==> src/acs_pkg.sv <==
// Constants, types and state layout of the A/D conversion sequencer
// Function
// (RULE1) Zero acquisition code: conversion starts only after the next instruction completes.
// (RULE2) Acquisition code 010: four conversion clock periods of acquisition before converting.
// (RULE3) Clearing the go flag during a conversion aborts it at once.
// (RULE4) An aborted conversion leaves the result pair untouched.
// (RULE5) Two conversion clock periods of wait after every completion or abort.
// (RULE6) After that wait, acquisition of the selected channel restarts by itself.
// (RULE7) Software must not set go while enabling; wait two microseconds first.
// (RULE8) The capacitor array is discharged before every sample.
// (RULE9) A completed conversion writes the result pair and clears go.
package acs_pkg;

    // ----------------------------------------------------------------
    // Timing
    // ----------------------------------------------------------------
    localparam int CLK_NS     = 40;
    localparam int PRD_NS     = 1000;
    localparam int PRD_CYCLES = (PRD_NS + CLK_NS - 1) / CLK_NS;
    localparam int PRD_W      = 6;
    localparam logic [PRD_W-1:0] PRD_LAST = PRD_W'(PRD_CYCLES - 1);

    // ----------------------------------------------------------------
    // Widths, codes and counts
    // ----------------------------------------------------------------
    localparam int RES_W = 12;
    localparam int CNT_W = 5;
    localparam int BIT_W = 4;
    localparam logic [BIT_W-1:0] BIT_MSB    = 4'hb;
    localparam logic [BIT_W-1:0] BIT_LSB    = 4'h0;
    localparam logic [BIT_W-1:0] BIT_STEP   = 4'h1;
    localparam logic [CNT_W-1:0] CNT_ONE    = 5'h01;
    localparam logic [CNT_W-1:0] POST_PRDS  = 5'h02;
    localparam logic [CNT_W-1:0] DISCH_PRDS = 5'h01;
    localparam logic [2:0]       ACQ_NONE   = 3'h0;
    localparam logic [2:0]       ACQ_FOUR   = 3'h2;
    localparam logic [RES_W-1:0] RES_ZERO   = 12'h000;
    localparam logic [3:0]       HIGH_PAD   = 4'h0;

    typedef enum logic [2:0] {
        S_IDLE  = 3'h0,
        S_WAIT  = 3'h1,
        S_ACQ   = 3'h2,
        S_CONV  = 3'h3,
        S_HOLD  = 3'h4,
        S_DISCH = 3'h5
    } acs_state_t;

    typedef struct packed {
        acs_state_t       st;
        logic             go;
        logic [CNT_W-1:0] cnt;
        logic [BIT_W-1:0] bit_idx;
        logic [RES_W-1:0] sar;
        logic [RES_W-1:0] res;
        logic             sample;
        logic             discharge;
        logic             busy;
    } acs_seq_t;

    localparam acs_seq_t SEQ_RESET = '{
        st: S_DISCH, go: 1'b0, cnt: DISCH_PRDS, bit_idx: BIT_MSB,
        sar: RES_ZERO, res: RES_ZERO, sample: 1'b0, discharge: 1'b1, busy: 1'b0};

    typedef struct packed {
        logic [PRD_W-1:0] cnt;
        logic             tick;
    } acs_prd_t;

    localparam acs_prd_t PRD_RESET = '{cnt: '0, tick: 1'b0};

    // Acquisition length in conversion clock periods per select code
    function automatic logic [CNT_W-1:0] acq_prds(input logic [2:0] sel);
        logic [CNT_W-1:0] n;
        n = 5'h00;
        unique case (sel)
            3'h0: n = 5'h00;
            3'h1: n = 5'h02;
            3'h2: n = 5'h04;
            3'h3: n = 5'h06;
            3'h4: n = 5'h08;
            3'h5: n = 5'h0c;
            3'h6: n = 5'h10;
            3'h7: n = 5'h14;
        endcase
        return n;
    endfunction : acq_prds

endpackage : acs_pkg

==> src/acs_tad_if.sv <==
// Conversion clock tick link between sequencer and tick generator
`timescale 1ns/1ps
interface acs_prd_if;
    logic restart;
    logic tick;
    modport gen  (input restart, output tick);
    modport user (output restart, input tick);
endinterface : acs_prd_if

==> src/acs_seq.sv <==
// A/D conversion sequencer: acquisition, conversion, abort, wait, discharge
`timescale 1ns/1ps
module acs_seq
    import acs_pkg::*;
(
    input  wire logic             core_clk,
    input  wire logic             rst_n,
    input  wire logic             adc_enable,
    input  wire logic             go_set,
    input  wire logic             go_clear,
    input  wire logic [2:0]       acquisition_time_select,
    input  wire logic             instr_done,
    input  wire logic             result_wr,
    input  wire logic [acs_pkg::RES_W-1:0] result_wr_data,
    input  wire logic             cmp_in,
    output logic                  go_flag,
    output logic [7:0]            result_high_byte,
    output logic [7:0]            result_low_byte,
    output logic [acs_pkg::RES_W-1:0] sar_code,
    output logic                  sample_en,
    output logic                  discharge_en,
    output logic                  conv_busy
);
    import acs_pkg::*;

    acs_seq_t q;
    acs_seq_t d;
    logic     tick;
    logic     go_next;

    acs_prd_if prd ();

    acs_prd_gen u_prd (
        .core_clk (core_clk),
        .rst_n    (rst_n),
        .prd      (prd)
    );

    assign tick        = prd.tick;
    assign prd.restart = (d.st != q.st);
    // Set wins over clear; go ignored while converter is off
    // Abort looks at this, not at d.go, so completion is not taken for an abort
    assign go_next     = (go_set & adc_enable) | (q.go & ~go_clear); // RULE7

    // ----------------------------------------------------------------
    // Next state
    // ----------------------------------------------------------------
    always_comb begin
        d = q;
        d.go = go_next;
        if (result_wr) begin
            d.res = result_wr_data;
        end
        unique case (q.st)
            S_DISCH: begin
                d.discharge = 1'b1;
                d.sample    = 1'b0;
                if (tick) begin
                    if (q.cnt == CNT_ONE) begin
                        d.st        = S_IDLE;
                        d.discharge = 1'b0;
                        d.sample    = 1'b1; // RULE6
                    end else begin
                        d.cnt = q.cnt - CNT_ONE;
                    end
                end
            end
            S_IDLE: begin
                d.sample = 1'b1;
                if (q.go) begin
                    d.busy = 1'b1;
                    if (acquisition_time_select == ACQ_NONE) begin
                        d.st = S_WAIT; // RULE1
                    end else begin
                        d.st  = S_ACQ; // RULE2
                        d.cnt = acq_prds(acquisition_time_select);
                    end
                end
            end
            S_WAIT: begin
                if (instr_done) begin
                    d.st      = S_CONV; // RULE1
                    d.sample  = 1'b0;
                    d.sar     = {1'b1, {(RES_W-1){1'b0}}};
                    d.bit_idx = BIT_MSB;
                end
            end
            S_ACQ: begin
                if (tick) begin
                    if (q.cnt == CNT_ONE) begin
                        d.st      = S_CONV; // RULE2
                        d.sample  = 1'b0;
                        d.sar     = {1'b1, {(RES_W-1){1'b0}}};
                        d.bit_idx = BIT_MSB;
                    end else begin
                        d.cnt = q.cnt - CNT_ONE;
                    end
                end
            end
            S_CONV: begin
                if (tick) begin
                    d.sar[q.bit_idx] = cmp_in;
                    if (q.bit_idx == BIT_LSB) begin
                        d.res  = d.sar; // RULE9
                        d.go   = go_set & adc_enable; // RULE9
                        d.st   = S_HOLD; // RULE5
                        d.cnt  = POST_PRDS;
                        d.busy = 1'b0;
                    end else begin
                        d.sar[q.bit_idx - BIT_STEP] = 1'b1;
                        d.bit_idx = q.bit_idx - BIT_STEP;
                    end
                end
            end
            S_HOLD: begin
                if (tick) begin
                    if (q.cnt == CNT_ONE) begin
                        d.st        = S_DISCH; // RULE8
                        d.cnt       = DISCH_PRDS;
                        d.discharge = 1'b1;
                    end else begin
                        d.cnt = q.cnt - CNT_ONE; // RULE5
                    end
                end
            end
            default: begin
                d.st = S_DISCH;
            end
        endcase
        // Abort keeps the old result pair
        if ((q.st == S_WAIT || q.st == S_ACQ || q.st == S_CONV) && !go_next) begin
            d.st     = S_HOLD; // RULE3
            d.cnt    = POST_PRDS; // RULE5
            d.sample = 1'b0;
            d.busy   = 1'b0;
            d.res    = result_wr ? result_wr_data : q.res; // RULE4
        end
        if (!adc_enable) begin
            d.st        = S_DISCH;
            d.cnt       = DISCH_PRDS;
            d.discharge = 1'b1;
            d.sample    = 1'b0;
            d.busy      = 1'b0;
            d.go        = 1'b0;
        end
    end

    always_ff @(posedge core_clk) begin
        if (!rst_n) begin
            q <= SEQ_RESET;
        end else begin
            q <= d;
        end
    end

    // ----------------------------------------------------------------
    // Outputs
    // ----------------------------------------------------------------
    assign go_flag          = q.go;
    assign result_high_byte = {HIGH_PAD, q.res[RES_W-1:8]};
    assign result_low_byte  = q.res[7:0];
    assign sar_code         = q.sar;
    assign sample_en        = q.sample;
    assign discharge_en     = q.discharge;
    assign conv_busy        = q.busy;

    // ----------------------------------------------------------------
    // Checks
    // ----------------------------------------------------------------
    a_instr_wait_hold: assert property (@(posedge core_clk) disable iff (!rst_n) // RULE1
        (q.st == S_WAIT && !instr_done) |=> (q.st != S_CONV))
        else $error("conversion began before the instruction completed");

    a_acq_four_len: assert property (@(posedge core_clk) disable iff (!rst_n) // RULE2
        (q.st == S_IDLE && q.go && adc_enable && !go_clear
         && acquisition_time_select == ACQ_FOUR)
        |=> (q.st == S_ACQ && q.cnt == 5'h04))
        else $error("acquisition of four periods not loaded");

    a_abort_now: assert property (@(posedge core_clk) disable iff (!rst_n) // RULE3
        (q.st == S_CONV && go_clear && !go_set && adc_enable)
        |=> (q.st == S_HOLD && !q.busy && !q.go))
        else $error("clearing go did not abort the conversion");

    a_abort_keeps_res: assert property (@(posedge core_clk) disable iff (!rst_n) // RULE4
        (q.st == S_CONV && go_clear && !go_set && !result_wr) |=> $stable(q.res))
        else $error("result changed on an aborted conversion");

    a_post_wait_len: assert property (@(posedge core_clk) disable iff (!rst_n) // RULE5
        (q.st != S_HOLD ##1 q.st == S_HOLD) |-> (q.cnt == 5'h02))
        else $error("post conversion wait not two periods");

    a_auto_acquire: assert property (@(posedge core_clk) disable iff (!rst_n) // RULE6
        (q.st == S_DISCH && tick && q.cnt == CNT_ONE && adc_enable)
        |=> (q.st == S_IDLE && q.sample))
        else $error("acquisition did not restart after the wait");

    a_disch_first: assert property (@(posedge core_clk) disable iff (!rst_n) // RULE8
        $rose(q.sample) |-> $past(q.discharge))
        else $error("sample began without a discharge phase");

    a_done_writes: assert property (@(posedge core_clk) disable iff (!rst_n) // RULE9
        (q.st == S_CONV && tick && q.bit_idx == BIT_LSB && q.go && !go_clear
         && !go_set && adc_enable)
        |=> (!q.go && q.st == S_HOLD && q.res[0] == $past(cmp_in)))
        else $error("completion did not store result and clear go");

    a_hold_quiet: assert property (@(posedge core_clk) disable iff (!rst_n) // RULE5
        (q.st == S_HOLD) |-> (!q.busy && !q.sample && !q.discharge))
        else $error("next acquisition not held off during the wait");

    a_conv_start: assert property (@(posedge core_clk) disable iff (!rst_n) // RULE2
        (q.st != S_CONV ##1 q.st == S_CONV)
        |-> (!q.sample && q.sar == {1'b1, {(RES_W-1){1'b0}}}))
        else $error("conversion did not begin from the top trial code");

    a_off_discharges: assert property (@(posedge core_clk) disable iff (!rst_n) // RULE8
        (!adc_enable) |=> (q.st == S_DISCH && q.discharge && !q.go))
        else $error("converter off without discharging the array");

    a_busy_idle: assert property (@(posedge core_clk) disable iff (!rst_n) // RULE6
        (q.st == S_IDLE || q.st == S_DISCH) |-> !q.busy)
        else $error("busy set outside acquisition or conversion");

endmodule : acs_seq

==> src/acs_tad_gen.sv <==
// Conversion clock period tick generator
`timescale 1ns/1ps
module acs_prd_gen
    import acs_pkg::*;
(
    input  wire logic core_clk,
    input  wire logic rst_n,
    acs_prd_if.gen    prd
);
    import acs_pkg::*;

    acs_prd_t q;
    acs_prd_t d;

    // ----------------------------------------------------------------
    // Period counter, phase restarts on every sequencer state change
    // ----------------------------------------------------------------
    always_comb begin
        d = q;
        d.tick = 1'b0;
        if (prd.restart) begin
            d.cnt = '0;
        end else if (q.cnt == PRD_LAST) begin
            d.cnt  = '0;
            d.tick = 1'b1;
        end else begin
            d.cnt = q.cnt + {{(PRD_W-1){1'b0}}, 1'b1};
        end
    end

    always_ff @(posedge core_clk) begin
        if (!rst_n) begin
            q <= PRD_RESET;
        end else begin
            q <= d;
        end
    end

    assign prd.tick = q.tick;

endmodule : acs_prd_gen

==> config.mk <==
export PLATFORM = sky130hd
export DESIGN_NAME = acs_seq
export DESIGN_NICKNAME = d
export VERILOG_FILES = /design/src/acs_pkg.sv /design/src/acs_tad_if.sv /design/src/acs_seq.sv /design/src/acs_tad_gen.sv
export SDC_FILE = /design/constraint.sdc
export NUM_CORES = 1
export LEC_CHECK = 0
export ABC_CLOCK_PERIOD_IN_PS = 2680
export BUFFER_PORTS_ARGS = -buffer_cell sky130_fd_sc_hd__buf_2
export CAP_MARGIN = 30
export CORE_ASPECT_RATIO = 2
export CORE_MARGIN = 4
export CORE_UTILIZATION = 56
export CTS_BUF_LIST = sky130_fd_sc_hd__clkbuf_8 sky130_fd_sc_hd__clkbuf_16
export DETAILED_ROUTE_END_ITERATION = 16
export PLACE_DENSITY = 0.84
export RECOVER_POWER = 100
export SYNTH_ARGS = -nofsm -noshare
export SYNTH_HDL_FRONTEND = slang
export SYNTH_SLANG_ARGS = --single-unit
==> constraint.sdc <==
create_clock -name core_clk -period 2.68 [get_ports core_clk]
set_clock_uncertainty 0.15 [all_clocks]
set_input_delay 0 -clock core_clk [delete_from_list [all_inputs] [get_ports core_clk]]
set_output_delay 0 -clock core_clk [all_outputs]
set_load 0.005 [all_outputs]
==> results summary <==
The count of port buffers added during placement came out at 50. The critical path is of the flop to flop type. The net total in the final layout is 448.

The launching element of the worst setup path is q[27]. The fraction of final layout cells with drive strength greater than 1 came out at 13.1%. The count of placed standard cells in the final layout, fillers left out came out at 478. The worst setup path is launched from a flop. The area of the mapped netlist came out at 0.00296 mm2.

The final setup violation count came out at 0. The share of the clock period used by the worst path came out at 92.8%. The maximum buffer depth of the clock tree is 2.

The routed layout has 2765 vias. The cell chosen for the clock root is sky130_fd_sc_hd__clkbuf_8. The cell count after synthesis came out at 381. The deepest level of the CTS H-tree came out at 2. Among all flip-flop cells after synthesis, the most frequent one is sky130_fd_sc_hd__dfxtp_1.

The worst-case headroom to the max-slew limit is 53.7%. The worst hold path stage count came out at 2. The aggregate global routing overflow came out at 0. The number of top-level design ports came out at 55. The floorplan has 37 rows. The number of setup buffers added after CTS came out at 0.

For this run, design rule violations remaining after detail routing come to 0. The total instance count after detailed placement came out at 451. The fraction of the core area covered by cells at the end of the flow came out at 64.9%.

The count of yosys warnings during synthesis is 0. The placed cell area is 0.00306 mm2. The clock sink total came out at 47. The worst setup path is captured at a flop. The required time of the worst setup path came out at 2.73 ns. The core region is 0.00514 mm2.

The count of nets left with antenna violations once routing finished came out at 0. The largest fanout of any net on the critical path is 13. Entering global routing, the biggest net connects 33 pins. The via count normalized by instance count came out at 5.78. The die span in y came out at 111 um. The actual slew at the worst max-slew pin is 0.685 ns. Clock-pin slew was measured on the worst setup and hold paths at 0.09 ns. The startpoint identified for the worst hold timing path is cmp_in. For hold timing, the worst endpoint is result_low_byte[0].

The worst supply voltage drop on vdd came out at 407 uV. The netlist uses 56 different library cells. The endpoint identified for the worst register-to-register timing path is go_flag. The wire length of the first global-routing pass came out at 12.4 mm. Relative to the synthesized area, the layout overhead comes to 12.6%. Data arrives at the worst endpoint at 2.54 ns.

The achievable clock frequency is 402 MHz. The initial core utilization is 57.7%. TritonCTS built the clock tree. The share of async-settable or async-resettable flops after synthesis came out at 0%. The wire length reported by the detailed router came out at 7.55 mm. The number of optimization iterations in the first detailed-route pass came out at 4.

The starting DRC count in detailed routing came out at 88. Setup repair after global routing left no endpoint under its margin. The overall global routing resource usage is 24.0%.

The tightest hold path in the finished design has a slack of 0.0312 ns. The final instance area is 0.00334 mm2. The max-cap check violation count is 0. The total power divided by cell area came out at 407 mW/mm2. The sum of negative setup slack came out at 0 ns. Yosys mapped a number of flops with a built-in enable equal to 0. The count of final max-slew check failures came to 0. The minimum period implied by the final worst setup slack is 2.49 ns. In this run the worst hold path is classified as input pin to flop. The number of antenna violations at the first check in global routing came to 0. The average routed wire per standard cell is 15.8 um. Dividing the synthesized area by the synthesized cell count gives 7.78 um2. The total die area came out at 0.00659 mm2. The floorplan step set the die width to 59.4 um.

The number of cells on the worst reg-to-reg path came out at 5. The setup check on the worst reg-to-reg path leaves a slack of 0.19 ns. The number of antenna diodes in the final layout is 0. The HPWL after detailed placement is 5.44 mm. The startpoint identified for the worst register-to-register timing path is q[27]. Buffers inserted during clock tree synthesis total 5.

Summing the sequential cell areas from Yosys gives 31.8% of the chip area. The run finished with clean final reports. The analysis attributes to cell leakage a power of 1.51 nW. The clock reaches the later pin of the worst-skew pair after 0.30 ns. The final weighted congestion of routability-driven global placement is 0.963. The number of storage elements in the synthesis netlist came out at 47. The number of global-route vias before repair came out at 2830. The final hold violation count was 0.
[synthesized netlist by cell type (2+ instances only)]
master                     instances  area [um2]
sky130_fd_sc_hd__or4_1             4        30.0
sky130_fd_sc_hd__nand3_1          13        65.1
sky130_fd_sc_hd__or3_1             2        12.5
sky130_fd_sc_hd__inv_1            11        41.3
sky130_fd_sc_hd__nand2b_1          2        12.5
sky130_fd_sc_hd__nor2b_1          16         100
sky130_fd_sc_hd__o22ai_1           2        12.5
sky130_fd_sc_hd__nand4_1           2        12.5
sky130_fd_sc_hd__and3_1           12        75.1
sky130_fd_sc_hd__nor2_1           34         128
sky130_fd_sc_hd__buf_4            29         218
sky130_fd_sc_hd__nor3_1            6        30.0
sky130_fd_sc_hd__o21ai_0          12        60.1
sky130_fd_sc_hd__buf_6             2        22.5
sky130_fd_sc_hd__o31a_1            2        17.5
sky130_fd_sc_hd__mux2i_1          25         250
sky130_fd_sc_hd__xnor2_1           2        17.5
sky130_fd_sc_hd__clkbuf_1         21        78.8
sky130_fd_sc_hd__a21boi_0          2        15.0
sky130_fd_sc_hd__o211ai_1          4        30.0
sky130_fd_sc_hd__ha_1              5        62.6
sky130_fd_sc_hd__xor2_1            3        26.3
sky130_fd_sc_hd__dfxtp_1          47         941
sky130_fd_sc_hd__o221ai_1          2        17.5
sky130_fd_sc_hd__o31ai_1           2        15.0
sky130_fd_sc_hd__nor4b_1           3        26.3
sky130_fd_sc_hd__nor4_1            3        18.8
sky130_fd_sc_hd__or2_1             2        12.5
sky130_fd_sc_hd__and2_1            4        25.0
sky130_fd_sc_hd__nand3b_1          3        22.5
sky130_fd_sc_hd__a21oi_1          37         185
sky130_fd_sc_hd__nand2_1          42         158
sky130_fd_sc_hd__a31oi_1           2        12.5
[where the power goes]
group	switching [mW]	total, mW	internal [mW]
sequential	0.00987	0.723	0.713
clock	0.238	0.508	0.270
combinational	0.0594	0.128	0.0689
total	0.307	1.36	1.05
[registers in the layout (all words and copies together), names as in the netlist, 4 cells and up, named ones only]
name	cells
u_prd.q	6
result_low_byte	8
sar_code	12
q	9
result_high_byte	4
[per-layer routing]
metal	part of all wire, %	global-route usage, %	vias to the layer above
met2	55	44.2	83
met3	4.7	3.96	28
met1	35	22.4	1273
met5	0	0	-
met4	5.2	15.9	0
li1	-	-	1381
[final cells by class]
| cell class | count | area [um2] |
|---|---|---|
| clock inverter | 2 | 33.8 |
| timing repair buffer | 81 | 507 |
| multi-input combinational | 274 | 1670 |
| sequential | 47 | 941 |
| tap | 58 | 72.6 |
| clock buffer | 5 | 68.8 |
| fill | 429 | 1800 |
| inverter | 11 | 41.3 |
[kinds of logic (layout without fill, tap and decap cells)]
logic type                 count (synthesis)  count (layout)  synth area share [%]
AOI/OAI and AO/OA                         81              81                  17.2
other                                      1               4                 0.127
xor gates and xnor gates                   5               5                  1.48
adders and majority gates                  5               5                  2.11
buffers and inverters                     63              99                  12.2
muxes                                     25              25                  8.45
DFF                                       47              47                  31.8
and+or+nand+nor                          154             154                  26.7
[how the worst max path moves through the flow]
stage,cells after the start,to
2_1_floorplan,8,u_prd.q[3]
3_3_place_gp,6,u_prd.prd.tick
3_5_place_dp,6,u_prd.prd.tick
4_1_cts,9,flop
5_1_grt,6,u_prd.prd.tick
6_report,5,go_flag
[critical path, cell delays in order, from the launching register on]
cell and delay, ns:
sky130_fd_sc_hd__dfxtp_1 0.43, sky130_fd_sc_hd__or4_4 0.57, sky130_fd_sc_hd__or2_0 0.39, sky130_fd_sc_hd__a21oi_1 0.22, sky130_fd_sc_hd__dlygate4sd3_1 0.59, sky130_fd_sc_hd__nor2_1 0.04
[cell usage in the layout (no fill, tap or decap), types with 3 or more instances in the layout]
master	n
sky130_fd_sc_hd__dfxtp_1	47
sky130_fd_sc_hd__nor3_1	6
sky130_fd_sc_hd__and2_1	3
sky130_fd_sc_hd__inv_1	12
sky130_fd_sc_hd__conb_1	4
sky130_fd_sc_hd__clkbuf_1	17
sky130_fd_sc_hd__and3_1	12
sky130_fd_sc_hd__mux2i_1	25
sky130_fd_sc_hd__nand3b_1	3
sky130_fd_sc_hd__buf_4	9
sky130_fd_sc_hd__nor2_1	34
sky130_fd_sc_hd__o21ai_0	12
sky130_fd_sc_hd__nand2_1	42
sky130_fd_sc_hd__nand3_1	13
sky130_fd_sc_hd__nor2b_1	16
sky130_fd_sc_hd__buf_2	35
sky130_fd_sc_hd__dlygate4sd3_1	20
sky130_fd_sc_hd__xor2_1	3
sky130_fd_sc_hd__ha_1	5
sky130_fd_sc_hd__nor4_1	3
sky130_fd_sc_hd__or4_1	4
sky130_fd_sc_hd__o211ai_1	4
sky130_fd_sc_hd__a21oi_1	37
sky130_fd_sc_hd__clkbuf_8	5
[repair_timing]
| item | in CTS | in global routing |
|---|---|---|
| hold endpoints to repair | 20 | 0 |
| endpoints found under the setup margin | 0 | 1 |
| resized for setup | 0 | 1 |
| hold buffers | 20 | 0 |
[stage by stage]
| stage | total power, mW | setup WS [ns] |
|---|---|---|
| 4_1_cts | 1.36 | 0.263 |
| 3_5_place_dp | 0.845 | 0.289 |
| 5_1_grt | 1.40 | 0.0664 |
| 3_3_place_gp | 0.840 | 0.331 |
| 6_report | 1.36 | 0.192 |
| 2_1_floorplan | 0.818 | 0.485 |
No activity file was read; power rests on OpenSTA's default activity.
